`src/rtl/skip_exec_regs.vh`:
```
`ifndef SKIP_EXEC_REGS_VH
`define SKIP_EXEC_REGS_VH

// Data path widths
`define SKIP_DATA_W        8
`define SKIP_ADDR_W        8
`define SKIP_BIT_W         3
`define SKIP_OP_W          2

// Operation select codes
`define OP_INC_MEM_SKIP_ZERO    2'h0
`define OP_INC_TO_ACC_SKIP_ZERO 2'h1
`define OP_BIT_SET_SKIP         2'h2

// One-hot sequencer states
`define ST_W               4
`define ST_IDLE            4'h1
`define ST_READ            4'h2
`define ST_EXEC            4'h4
`define ST_DUMMY           4'h8

// Increment step and zero value
`define SKIP_INC_STEP      8'h01
`define SKIP_ZERO          8'h00

// Reset values
`define RST_DATA           8'h00
`define RST_ADDR           8'h00
`define RST_BIT            1'b0

`endif

```
`src/rtl/conditional_skip_exec.v`:
```
// What this block does
// RULE1: The memory-increment skip adds one to the addressed byte and writes it back there.
// RULE2: A zero increment result skips the next instruction so it never executes.
// RULE3: A nonzero result continues with the next instruction with no extra cycle.
// RULE4: A taken skip inserts a dummy cycle while the next instruction is fetched and discarded.
// RULE5: A conditional skip that is taken takes three instruction cycles in total.
// RULE6: The accumulator variant puts the byte plus one into the accumulator, skipping on zero.
// RULE7: The accumulator variant leaves the addressed memory byte unchanged.
// RULE8: The bit-test skip skips the next instruction when the selected bit of the byte is one.
// RULE9: None of these instructions changes any status flag.
`timescale 1ns/1ps
`include "skip_exec_regs.vh"

module conditional_skip_exec (
  input  wire                     clk_i,
  input  wire                     reset_n_i,
  // Instruction issue from decode
  input  wire                     instr_valid_i,
  input  wire [`SKIP_OP_W-1:0]    instr_op_i,
  input  wire [`SKIP_ADDR_W-1:0]  instr_addr_i,
  input  wire [`SKIP_BIT_W-1:0]   instr_bit_i,
  output reg                      ready_o,
  // Data memory port, read data one cycle after the read strobe
  output reg                      mem_rd_en_o,
  output reg                      mem_wr_en_o,
  output reg  [`SKIP_ADDR_W-1:0]  mem_addr_o,
  output reg  [`SKIP_DATA_W-1:0]  mem_wdata_o,
  input  wire [`SKIP_DATA_W-1:0]  mem_rdata_i,
  // Accumulator write port
  output reg                      acc_wr_en_o,
  output reg  [`SKIP_DATA_W-1:0]  acc_wdata_o,
  // Fetch pipeline control
  output reg                      skip_o,
  output reg                      dummy_cycle_o,
  output reg                      done_o,
  // Status flag write strobe
  output reg                      flag_wr_en_o
);

  // Sequencer state
  reg [`ST_W-1:0]         state_q;
  reg [`ST_W-1:0]         state_d;

  // Latched instruction fields
  reg [`SKIP_OP_W-1:0]    op_q;
  reg [`SKIP_OP_W-1:0]    op_d;
  reg [`SKIP_BIT_W-1:0]   bit_q;
  reg [`SKIP_BIT_W-1:0]   bit_d;
  reg [`SKIP_ADDR_W-1:0]  addr_d;

  // Registered output next values
  reg                     ready_d;
  reg                     mem_rd_en_d;
  reg                     mem_wr_en_d;
  reg [`SKIP_DATA_W-1:0]  mem_wdata_d;
  reg                     acc_wr_en_d;
  reg [`SKIP_DATA_W-1:0]  acc_wdata_d;
  reg                     skip_d;
  reg                     dummy_cycle_d;
  reg                     done_d;

  // Evaluator results
  wire [`SKIP_DATA_W-1:0] result;
  wire                    skip_hit;

  // Increment and skip decision on the returned byte
  skip_eval #(
    .WIDTH      (`SKIP_DATA_W)
  ) u_skip_eval (
    .operand_i  (mem_rdata_i),
    .op_i       (op_q),
    .bit_sel_i  (bit_q),
    .result_o   (result),
    .skip_hit_o (skip_hit)
  );

  // Next state and output decode
  always @*
  begin
    state_d       = state_q;
    op_d          = op_q;
    bit_d         = bit_q;
    addr_d        = mem_addr_o;
    ready_d       = 1'b0;
    mem_rd_en_d   = 1'b0;
    mem_wr_en_d   = 1'b0;
    mem_wdata_d   = mem_wdata_o;
    acc_wr_en_d   = 1'b0;
    acc_wdata_d   = acc_wdata_o;
    skip_d        = 1'b0;
    dummy_cycle_d = 1'b0;
    done_d        = 1'b0;
    case (state_q)
      `ST_IDLE:
      begin
        ready_d = 1'b1;
        if (instr_valid_i)
        begin
          // First instruction cycle: read the operand byte
          state_d     = `ST_READ;
          op_d        = instr_op_i;
          bit_d       = instr_bit_i;
          addr_d      = instr_addr_i;
          mem_rd_en_d = 1'b1;
          ready_d     = 1'b0;
        end
      end
      `ST_READ:
      begin
        // Read data arrives during the next cycle
        state_d = `ST_EXEC;
      end
      `ST_EXEC:
      begin
        // Second instruction cycle: increment ops write their result, all ops decide
        case (op_q)
          `OP_INC_MEM_SKIP_ZERO:
          begin
            mem_wr_en_d = 1'b1;                 // [RULE1]
            mem_wdata_d = result;               // [RULE1]
          end
          `OP_INC_TO_ACC_SKIP_ZERO:
          begin
            acc_wr_en_d = 1'b1;                 // [RULE6]
            acc_wdata_d = result;               // [RULE6]
            mem_wr_en_d = 1'b0;                 // [RULE7]
          end
          default:
            mem_wr_en_d = 1'b0;
        endcase
        if (skip_hit)
        begin
          // Taken skip: hold one dummy cycle, next fetch discarded
          state_d       = `ST_DUMMY;            // [RULE2] [RULE8]
          skip_d        = 1'b1;                 // [RULE4]
          dummy_cycle_d = 1'b1;                 // [RULE4] [RULE5]
        end
        else
        begin
          // Fall through with no extra cycle
          state_d = `ST_IDLE;                   // [RULE3]
          done_d  = 1'b1;                       // [RULE3]
          ready_d = 1'b1;
        end
      end
      `ST_DUMMY:
      begin
        // Third instruction cycle ends the taken skip
        state_d = `ST_IDLE;                     // [RULE5]
        done_d  = 1'b1;                         // [RULE5]
        ready_d = 1'b1;
      end
      default:
      begin
        state_d = `ST_IDLE;
        ready_d = 1'b1;
      end
    endcase
  end

  // State and instruction field registers
  always @(posedge clk_i or negedge reset_n_i)
  begin
    if (!reset_n_i)
    begin
      state_q <= `ST_IDLE;
      op_q    <= `OP_INC_MEM_SKIP_ZERO;
      bit_q   <= {`SKIP_BIT_W{`RST_BIT}};
    end
    else
    begin
      state_q <= state_d;
      op_q    <= op_d;
      bit_q   <= bit_d;
    end
  end

  // Memory and accumulator port registers
  always @(posedge clk_i or negedge reset_n_i)
  begin
    if (!reset_n_i)
    begin
      mem_rd_en_o <= 1'b0;
      mem_wr_en_o <= 1'b0;
      mem_addr_o  <= `RST_ADDR;
      mem_wdata_o <= `RST_DATA;
      acc_wr_en_o <= 1'b0;
      acc_wdata_o <= `RST_DATA;
    end
    else
    begin
      mem_rd_en_o <= mem_rd_en_d;
      mem_wr_en_o <= mem_wr_en_d;
      mem_addr_o  <= addr_d;
      mem_wdata_o <= mem_wdata_d;
      acc_wr_en_o <= acc_wr_en_d;
      acc_wdata_o <= acc_wdata_d;
    end
  end

  // Pipeline control registers
  always @(posedge clk_i or negedge reset_n_i)
  begin
    if (!reset_n_i)
    begin
      ready_o       <= 1'b0;
      skip_o        <= 1'b0;
      dummy_cycle_o <= 1'b0;
      done_o        <= 1'b0;
      flag_wr_en_o  <= 1'b0;
    end
    else
    begin
      ready_o       <= ready_d;
      skip_o        <= skip_d;
      dummy_cycle_o <= dummy_cycle_d;
      done_o        <= done_d;
      flag_wr_en_o  <= 1'b0;                    // [RULE9]
    end
  end

endmodule

```
`src/rtl/skip_eval.v`:
```
`timescale 1ns/1ps
`include "skip_exec_regs.vh"

// Result and skip decision for one operand byte
module skip_eval #(
  parameter WIDTH = 8
) (
  input  wire [WIDTH-1:0]      operand_i,
  input  wire [`SKIP_OP_W-1:0] op_i,
  input  wire [`SKIP_BIT_W-1:0] bit_sel_i,
  output reg  [WIDTH-1:0]      result_o,
  output reg                   skip_hit_o
);

  // Increment, zero test and bit test
  always @*
  begin
    result_o   = operand_i + `SKIP_INC_STEP;   // [RULE1] [RULE6]
    skip_hit_o = 1'b0;
    case (op_i)
      `OP_INC_MEM_SKIP_ZERO,
      `OP_INC_TO_ACC_SKIP_ZERO:
        skip_hit_o = (result_o == `SKIP_ZERO); // [RULE2] [RULE6]
      `OP_BIT_SET_SKIP:
      begin
        result_o   = operand_i;
        skip_hit_o = operand_i[bit_sel_i];     // [RULE8]
      end
      default:
        skip_hit_o = 1'b0;
    endcase
  end

endmodule

```
`config.mk`:
```
export PLATFORM = sky130hd
export DESIGN_NAME = conditional_skip_exec
export DESIGN_NICKNAME = d
export VERILOG_FILES = /design/src/rtl/conditional_skip_exec.v /design/src/rtl/skip_eval.v
export VERILOG_INCLUDE_DIRS = /design/src /design/src/rtl
export SDC_FILE = /design/constraint.sdc
export NUM_CORES = 1
export LEC_CHECK = 0
export BUFFER_PORTS_ARGS = -buffer_cell sky130_fd_sc_hd__buf_2
export CAP_MARGIN = 20
export CORE_UTILIZATION = 30
export DETAILED_ROUTE_END_ITERATION = 7
export PLACE_DENSITY = 0.56
export SYNTH_ARGS = -nofsm -noshare
export SYNTH_HDL_FRONTEND = slang
export SYNTH_HIERARCHICAL = 1
export SYNTH_SLANG_ARGS = --single-unit
export TNS_END_PERCENT = 10
```
`constraint.sdc`:
```
create_clock -name clk_i -period 3.3 [get_ports clk_i]
set_clock_uncertainty 0.05 [all_clocks]
set_input_delay 0 -clock clk_i [delete_from_list [all_inputs] [get_ports clk_i]]
set_output_delay 0 -clock clk_i [all_outputs]
set_load 0.02 [all_outputs]
```
Word-level counts from Yosys, hierarchy flattened. Index checks and enable logic that the tools add are counted.

Register bits: 39. Word-level logic and storage cells: 46. Output and inout bits: 32.

Eq/ne operators: 7. Order comparisons: 1. Reduce and logical (&&, ||, !) cells: 6. Muxes and demuxes: 19. $add $sub $neg: 1.

Operator list (count): 4-bit case mux with 3 select lines (1); 1-bit 2-to-1 mux (11); 8-bit by 1-bit adder with 8-bit output (second input constant) (1); 8-bit zero test (1); 4-bit 2-to-1 mux (2); 8-bit 2-to-1 mux (1); 2-bit AND reduction (3); 4-bit by 1-bit equality test with 1-bit output (second input constant) (1); 4-bit by 2-bit equality test with 1-bit output (second input constant) (1); 4-bit by 3-bit equality test with 1-bit output (second input constant) (1); 4-bit equality test (second input constant) (1); 3-bit by 4-bit < comparator with 1-bit output (second input constant) (1); 1-bit case mux with 2 select lines (2); 1-bit binary-select mux with 3-bit select (1); 1-bit case mux with 3 select lines (1); 2-bit by 1-bit equality test with 1-bit output (second input constant) (1); 2-bit equality test (second input constant) (1); 2-bit zero test (1); 2-bit != test (second input constant) (1); 2-bit OR reduction (1).

Depth between registers and ports, before layout. Gate-level depths: netlist (run 1).

Depth after elaboration: 5. Gate-level depth with buffers: 8. Depth with buffers taken out: 8.

By module. The synthesis (run 1) kept the hierarchy.

Modules (own cells, without submodules): conditional_skip_exec (instances 1, area each 1497.7 sq um, sequential area each 977.2 sq um, cells an instance 94); skip_eval (instances 1, area each 325.3 sq um, sequential area each 0.0 sq um, cells an instance 36).

Worst setup path before layout (run 1). Ideal clock, no wire load.

Path type: flip-flop to flip-flop. Start point: register bit_q[1]. End point: register state_q[0]. Cell stages (with the launch flop): 6. Setup time: 0.073 ns. Setup slack: 1.692 ns. Arrival time: 1.484 ns. Required time: 3.177 ns. Clock period less this slack: 1.608 ns. Path through: dfrtp_1 > mux4_1 > mux2i_1 > o32ai_2 > and3_2 > o21bai_1.

Longest elaborated chain between the ends: 5.

RTL lines: from (decl) (line conditional_skip_exec.v:47) `` reg [`SKIP_BIT_W-1:0] bit_q; ``; from (signal assigned) (line conditional_skip_exec.v:168) `` bit_q <= {`SKIP_BIT_W{`RST_BIT}}; ``; from (signal assigned) (line conditional_skip_exec.v:174) `bit_q <= bit_d;`; 1-bit binary-select mux with 3-bit select (line skip_eval.v:27) `skip_hit_o = operand_i[bit_sel_i];`; 1-bit 2-to-1 mux (implied by the code) (line skip_eval.v:27); 1-bit case mux with 2 select lines (line skip_eval.v:20) `case (op_i)`; named net skip_hit (line conditional_skip_exec.v:64) `wire skip_hit;`; 4-bit 2-to-1 mux (line conditional_skip_exec.v:131) `if (skip_hit)`; 4-bit case mux with 3 select lines (line conditional_skip_exec.v:93) `case (state_q)`; to (signal assigned) (line conditional_skip_exec.v:166) `` state_q <= `ST_IDLE; ``; to (signal assigned) (line conditional_skip_exec.v:172) `state_q <= state_d;`; to (decl) (line conditional_skip_exec.v:41) `` reg [`ST_W-1:0] state_q; ``.

The timed path passes the listed nets, and every way through them passes these cells. The select of a mux whose other input is x is not followed. A chain may end at the register's enable or synchronous reset.

Worst setup path after layout (run 1).
Start point: register state_q[0]. End point: register op_q[0].

Longest elaborated chain between the ends: 2.

RTL lines: 4-bit by 1-bit equality test with 1-bit output (line conditional_skip_exec.v:93); 2-bit AND reduction (no source line); to (signal assigned) (line conditional_skip_exec.v:167) `` op_q <= `OP_INC_MEM_SKIP_ZERO; ``; to (signal assigned) (line conditional_skip_exec.v:173) `op_q <= op_d;`; to (decl) (line conditional_skip_exec.v:45) `` reg [`SKIP_OP_W-1:0] op_q; ``.

No other way between the ends.

==> flow_summary.ini, run 1 <==
[power_and_ir_drop]
switching_share = 0.3740
p_sw_uw = 724.1
seq_power_share = 0.417
power.internal_uw = 1212
cellPowerDensity_nw_per_um2 = 813.6
power.combinational.fraction = 0.422
clock_power_share = 0.160
leakage_uw = 0.001114
peakVddDrop_v = 0.0002144

[worst_setup_path]
crit_start = state_q[0]
endpoint_kind = flip-flop
r2r_end = op_q[0]
rr_worst_depth = 3
endpoint = op_q[0]
reg2reg_slack_ns = 1.45
r2r_start = state_q[0]
critPathKind = reg -> reg
critPathMaxFanout = 14
arrival_ns = 1.98
cp.required_ns = 3.42
startpoint_type = flip-flop

[clocking]
insertion_delay_ns = 0.28
cts.path.max_buffers = 2
cts_tree = yes
postCtsSetupBuffers = 0
post_cts_resized = 0
cts_num_sinks = 39
clk_pin_slew_ns = 0.07
h-tree-depth = 2
clock-root-buffer = clkbuf_8
holdBufCountCts = 14
numCtsBuffers = 5

[drt]
drc = 0
wl_per_cell_um = 13.87
viasPerCell = 4.628
first_pass_iters = 4
drt_iter0_drc = 55
ant_nets = 0
vias = 1282
wirelength_um = 3843

[hold_path]
hold_class = in -> reg

[global_routing]
antenna_found_initial = 0
grt_pass1_vias = 1336
grt-ovfl-total = 0
grt_usage = 0.1339
grt_first_pass_wirelength_um = 6486
grt_max_degree = 40

[layout]
fin_nets = 227
areaGrowthSynthToFinish_pct = 30.54
final_common_cell = buf_2
diodes = 0
multi_input_area_um2 = 807.0
final_cell_mix = buf_2, dfrtp_1, mux2_2
filler_cell_count = 588
seq_area_um2 = 977.2
final_layout_size_suffix_gt1_frac = 0.5099

[timing]
tightest_slew_ns = 0.8747
max_freq_ghz = 0.5391
setup_tns_ns = 0
layout_setup_ws_ns = 1.445
finalHoldViolations = 0
drv_slew = 0
fin_crit_ns = 1.855
finalSetupViolations = 0
layout_worst_path_cycle_share = 0.5621
slew_headroom = 0.4169
rsz0062_at_grt = false

[die]
num_rows = 28
core-area_um2 = 5886
initial_core_util = 0.3097
io_pins = 56
die_h_um = 79.95
die_w_um = 79.95
dieArea_um2 = 6392

[yosys]
synth_ff_type = dfrtp_1
syn-num-nets = 156
syn_avg_cell_area_um2 = 14.02
ys_seq_area_frac = 0.5360
synth_area_um2 = 1823
yosysTopAreaCell = dfrtp_1
synth_seq_cells = 39
synthTopCellsByArea = dfrtp_1, mux2_2, xnor2_1
synth_edf_count = 0
yosysWarnings = 6
synth_cell_type_count = 39
synthCells = 130
async_flop_share = 1.000
synth_top_area_frac = 0.5216

[place]
preCtsSetupSlack_ns = 1.441
gp_congestion = 0.7138
dp_hpwl_um = 2625
portBuffers = 54

[flow_run]
cap_violations = 0

[outcome]
status = complete, no violations
==> area by class of cell <==
class	instances	area share
inverter	3	0.004732
sequential	39	0.4106
tap	75	0.03943
multi-input combinational	84	0.3391
clock buffer	8	0.03365
timing repair buffer	68	0.1725
==> critical path: stages, from the launching register on <==
cell and delay, ns:
dfstp_2 0.55, nand3b_1 0.17, nor3_4 0.57, mux2_2 0.41
==> power by group through the flow <==
stage | Clock [µW] | Sequential, µW | Combinational (µW)
final | 310 | 808 | 818
after global routing | 341 | 842 | 882
after CTS | 321 | 813 | 830
after detailed placement | 0 | 821 | 815
after global placement | 0 | 819 | 803
after floorplan | 0 | 1010 | 365
==> stage by stage <==
stage	power, µW	hold WS (ns)	util	instances	instance area, µm²
floorplan	1379	-0.3456	-	130	1823
global placement	1622	0.1382	0.3669	255	2160
detailed placement	1637	0.1307	0.3669	255	2160
CTS	1964	0.03309	0.4043	277	2380
global route	2065	0.04510	0.4043	277	2380
finish	1936	0.04033	0.4043	277	2380
==> kinds of logic after synthesis <==
logic type               synth area share
AO/OA/AOI/OAI                     0.04873
XOR/XNOR                          0.03363
multiplexers                       0.2176
other                            0.002057
AND/OR/NAND/NOR                    0.1270
buffers and inverters             0.02127
flip-flops                         0.5360
adder cells (fa/ha/maj)           0.01372
==> routing by layer <==
metal  vias up  global-route usage  wire [µm]
met5         -                   0          0
met4         0             0.05714         72
li1        602                   -          -
met3         6             0.03543        135
met2        28              0.2205       1965
met1       646              0.1642       1668
==> flip-flops by register name, summed over array words and instances, names as in the netlist <==
| name | count |
|---|---|
| state_q | 4 |
| done_o | 1 |
| op_q | 2 |
| mem_addr_o | 8 |
| mem_rd_en_o | 1 |
| ready_o | 1 |
| bit_q | 3 |
| acc_wdata_o | 8 |
| mem_wdata_o | 8 |
| dummy_cycle_o | 1 |
| acc_wr_en_o | 1 |
| mem_wr_en_o | 1 |
==> worst min-delay path by stage <==
| stage | from | endpoint | slack, ns | cells after the start |
|---|---|---|---|---|
| 6_report | instr_valid_i | state_q[1] | 0.04 | 3 |
| 5_1_grt | instr_valid_i | state_q[1] | 0.05 | 3 |
| 4_1_cts | instr_valid_i | state_q[1] | 0.03 | 3 |
| 3_5_place_dp | reset_n_i | done_o | 0.13 | 1 |
| 3_3_place_gp | reset_n_i | mem_addr_o[2] | 0.14 | 1 |
| 2_1_floorplan | reset_n_i | acc_wdata_o[0] | -0.35 | 0 |
==> cells in the mapped netlist (all sizes together) (2+ instances only) <==
master and instances:
nor3 4, inv 3, buf 4, and2 2, nand4 3, nand3 3, and3 4, mux4 2
ha 2, o21bai 2, nor2 3, xnor2 6, a21oi 2, nand2 4, nand2b 3, mux2 30
dfrtp 38
Power figures use the tool's default switching activity.
==> run 2, diff against run 1 <==
- PLACE_DENSITY: 0.56 -> 0.58
- clock period: 3.3 -> 1.7 ns (I/O delays scaled with it)
==> flow_summary.ini, run 2 (synthesized netlist as in run 1, its figures left out) <==
[die]
core-area_um2 = 5886
num_rows = 28
initial_core_util = 0.3097
die_h_um = 79.95
dieArea_um2 = 6392
io_pins = 56
die_w_um = 79.95

[clocking]
cts_num_sinks = 39
insertion_delay_ns = 0.28
clock-root-buffer = clkbuf_8
cts_tree = yes
numCtsBuffers = 5
clk_pin_slew_ns = 0.07
cts.path.max_buffers = 2
h-tree-depth = 2
postCtsSetupBuffers = 0

[global_routing]
grt_first_pass_wirelength_um = 6085
grt-ovfl-total = 0
grt_usage = 0.1269
antenna_found_initial = 0
grt_pass1_vias = 1291
grt_max_degree = 40

[worst_setup_path]
r2r_end = ready_o
rr_worst_depth = 5
reg2reg_slack_ns = 0.09
critPathMaxFanout = 4
startpoint_type = flip-flop
r2r_start = bit_q[0]
cp.required_ns = 1.86
arrival_ns = 1.78
critPathKind = reg -> reg
endpoint_kind = flip-flop

[layout]
filler_cell_count = 567
final_cell_mix = buf_2, dfrtp_1, mux2_2
stdcell_count = 288
fin_nets = 238
areaGrowthSynthToFinish_pct = 37.68
diodes = 0
reg_top3 = acc_wdata_o x8, mem_addr_o x8, mem_wdata_o x8
final_common_cell = buf_2
final_layout_size_suffix_gt1_frac = 0.5634

[place]
preCtsSetupSlack_ns = 0.03818
placed_cells = 266
portBuffers = 54
dp_hpwl_um = 2626
gp_congestion = 0.7276

[timing]
finalHoldViolations = 0
fin_crit_ns = 1.611
finalSetupViolations = 0
max_freq_ghz = 0.6206
setup_tns_ns = 0
drv_slew = 0
layout_setup_ws_ns = 0.08855
layout_worst_path_cycle_share = 0.9479
fin_hold_ws_ns = 0.03401
rsz0062_at_grt = true

[drt]
wirelength_um = 3719
first_pass_iters = 4
viasPerCell = 4.472
wl_per_cell_um = 12.91
drc = 0
vias = 1288
drt_iter0_drc = 65
ant_nets = 0

[hold_path]
holdPathEnd = state_q[1]
min_from = instr_valid_i
whs_path_depth = 3
hold_class = in -> reg

[outcome]
status = complete, no violations

[power_and_ir_drop]
leakage_uw = 0.001183
peakVddDrop_v = 0.0005801
cellPowerDensity_nw_per_um2 = 1596
power.total_uw = 4006

[flow_run]
cap_violations = 0
[run 2: cell type report]
cell class	count	area [µm²]	share of cell area
Timing Repair Buffer	79	505.5	0.2014
Multi-Input combinational cell	84	822.0	0.3275
Inverter	3	11.26	0.004487
Clock buffer	8	100.1	0.03988
Tap cell	75	93.84	0.03739
Sequential cell	39	977.2	0.3893
[run 2: worst max-delay path, stage by stage, from the launching register on]
cell and delay (ns):
dfrtp_1 0.38, mux4_2 0.50, mux2i_1 0.17, o32ai_2 0.12
and3_4 0.20, o21bai_1 0.13
[run 2: through the flow]
step	area, µm²	utilization
5_1_grt	2510	0.4264
3_5_place_dp	2255	0.3831
4_1_cts	2495	0.4239
2_1_floorplan	1823	-
6_report	2510	0.4264
3_3_place_gp	2255	0.3831
[run 2: routing by layer]
| layer | wire length, µm | up-vias | GRT usage |
|---|---|---|---|
| met1 | 1697 | 623 | 0.1630 |
| met4 | 73 | 0 | 0.05893 |
| met3 | 138 | 5 | 0.04000 |
| met2 | 1810 | 29 | 0.1932 |
| met5 | 0 | - | 0 |
| li1 | - | 631 | - |
[run 2: power by group]
group | switching (µW) | total [µW] | internal [µW]
Combinational | 926 | 1780 | 853
Sequential | 215 | 1550 | 1340
Clock | 304 | 674 | 370
[run 2: how the worst max path moves through the flow]
stage	to	startpoint	slack (ns)
final	ready_o	bit_q[0]	0.09
after global routing	mem_addr_o[2]	state_q[0]	-0.04
after CTS	state_q[0]	bit_q[1]	0.01
after detailed placement	ready_o	bit_q[1]	0.04
after global placement	state_q[0]	bit_q[1]	0.06
after floorplan	state_q[0]	bit_q[1]	0.09
[run 2: what timing repair did]
item,in CTS,in global routing
setup endpoints to repair,0,6
endpoints found under the hold margin,51,0
hold buffers,14,0
gates resized for setup,0,6
==> run 3, diff against run 2 <==
- ABC_AREA: unset -> 1
==> flow_summary.ini, run 3 <==
[drt]
viasPerCell = 4.366
wl_met2_um = 2030
route.met3.wl_um = 262
first_pass_iters = 4
wirelength_um = 4329
wl_per_cell_um = 10.93
highest_layer = met4
drt_iter0_drc = 100
vias = 1729
wl_met1_um = 1994
ant_nets = 0
drc = 0

[layout]
final_cell_mix = nand2_1, buf_2, dfrtp_1
stdcell_count = 396
final_common_cell = nand2_1
areaGrowthSynthToFinish_pct = 30.23
utilization = 0.4124
reg_top3 = acc_wdata_o x8, mem_addr_o x8, mem_wdata_o x8
final_layout_size_suffix_gt1_frac = 0.2430
fin_nets = 346
diodes = 0

[clocking]
cts.path.max_buffers = 2
clk_pin_slew_ns = 0.07
cts_tree = yes
numCtsBuffers = 5
postCtsSetupBuffers = 0
insertion_delay_ns = 0.27
clock-root-buffer = clkbuf_8
post_cts_resized = 0
cts_num_sinks = 39
h-tree-depth = 2

[outcome]
status = complete, no violations

[yosys]
synth_cell_type_count = 27
synth_seq_cells = 39
synth_ff_type = dfrtp_1
synth_fa_ha_area_frac = 0.01311
synth_area_um2 = 1908
synth_common_cells = nand2_1, dfrtp_1, nand3_1
synthCells = 246
yosysMostFrequentCell = nand2_1
ys_seq_area_frac = 0.5121
synth_top_area_frac = 0.4984
syn-num-nets = 272
synthTopCellsByArea = dfrtp_1, nand2_1, nand3_1
synthSimpleGateAreaFrac = 0.3384
synth_compound_area_frac = 0.04721
syn_avg_cell_area_um2 = 7.756
synthMuxAreaShare = 0
synth_edf_count = 0
yosysWarnings = 6
yosys.area_share.xor_xnor = 0.009180
yosysTopAreaCell = dfrtp_1
async_flop_share = 1.000
synth_top_family_by_area = simple AND/OR/NAND/NOR gates

[global_routing]
grt_first_pass_wirelength_um = 7107
grt-ovfl-total = 0
grt_usage = 0.1402
grt_pass1_vias = 1621
antenna_found_initial = 0
grt_max_degree = 40

[power_and_ir_drop]
leakage_uw = 0.001369
peakVddDrop_v = 0.0007266
cellPowerDensity_nw_per_um2 = 1523
power.total_uw = 3784

[die]
die_h_um = 81.75
num_rows = 28
core-area_um2 = 6026
io_pins = 56
die_w_um = 81.75
dieArea_um2 = 6683
initial_core_util = 0.3167

[worst_setup_path]
r2r_start = op_q[1]
crit_start = op_q[1]
startpoint_type = flip-flop
critPathKind = reg -> reg
arrival_ns = 1.63
critPathMaxFanout = 12
cp.required_ns = 1.87
endpoint_kind = flip-flop

[place]
gp_congestion = 0.8207
portBuffers = 54
placed_cells = 374
dp_hpwl_um = 3182
preCtsSetupSlack_ns = 0.2650

[timing]
rsz0062_at_grt = false
drv_slew = 0
finalSetupViolations = 0
max_freq_ghz = 0.6842
setup_tns_ns = 0
fin_crit_ns = 1.462
layout_worst_path_cycle_share = 0.8597
layout_setup_ws_ns = 0.2385
finalHoldViolations = 0

[hold_path]
min_from = instr_valid_i
hold_class = in -> reg

[flow_run]
cap_violations = 0
run 3: path summary, 6_finish.rpt:
check | to | slack [ns] | cells past startpoint
hold reg to reg | acc_wdata_o[3] | 0.42 | 2
max in group asynchronous | state_q[0] | 0.99 | 3
setup reg to reg | mem_wdata_o[1] | 0.24 | 6
hold / removal | state_q[0] | 0.05 | 6
min in group asynchronous | mem_wdata_o[6] | 0.26 | 3
setup / recovery | mem_wdata_o[1] | 0.24 | 6
run 3: critical path, stage by stage, from the launching register on:
cell	delay [ns]
dfrtp_1	0.42
inv_1	0.09
nor2_2	0.10
inv_1	0.15
o21ai_0	0.38
nand3_1	0.12
nand2_1	0.08
run 3: final cells by class:
type | instances | area [µm²]
clock buffer | 7 | 76.32
sequential | 39 | 977.2
clock inverter | 1 | 5.005
timing repair buffer | 73 | 447.9
tap | 75 | 93.84
multi-input combinational | 174 | 782.0
fill | 656 | 3541
inverter | 27 | 102.6
run 3: per-layer routing:
| metal | GRT usage | up-vias |
|---|---|---|
| met4 | 0.03158 | 0 |
| met2 | 0.2421 | 64 |
| li1 | - | 907 |
| met5 | 0 | - |
| met1 | 0.1738 | 752 |
| met3 | 0.03667 | 6 |
run 3: stage by stage:
stage	cell area, µm²	hold WS [ns]
floorplan	1908	-0.3456
global route	2485	0.1095
finish	2485	0.04684
CTS	2485	0.04500
global placement	2263	0.03490
detailed placement	2263	0.04489
run 3: power by group:
part           total, µW  switching [µW]  leakage [µW]  internal (µW)
registers           1530             232      0.000459           1290
logic               1680            1110      0.000867            567
clock network        579             291     0.0000422            288
run 3: logic make-up (layout without fill, tap and decap cells):
logic type / count (synthesis) / in the layout
AOI/OAI and AO/OA: 16 / 16
xor gates and xnor gates: 2 / 2
adders and majority gates: 2 / 2
buffers and inverters: 33 / 108
DFF: 39 / 39
other: 1 / 1
and+or+nand+nor: 153 / 153
run 3: repair_timing:
item	in CTS	in global routing
setup endpoints to repair	0	0
hold endpoints to repair	51	0
hold buffers	14	0
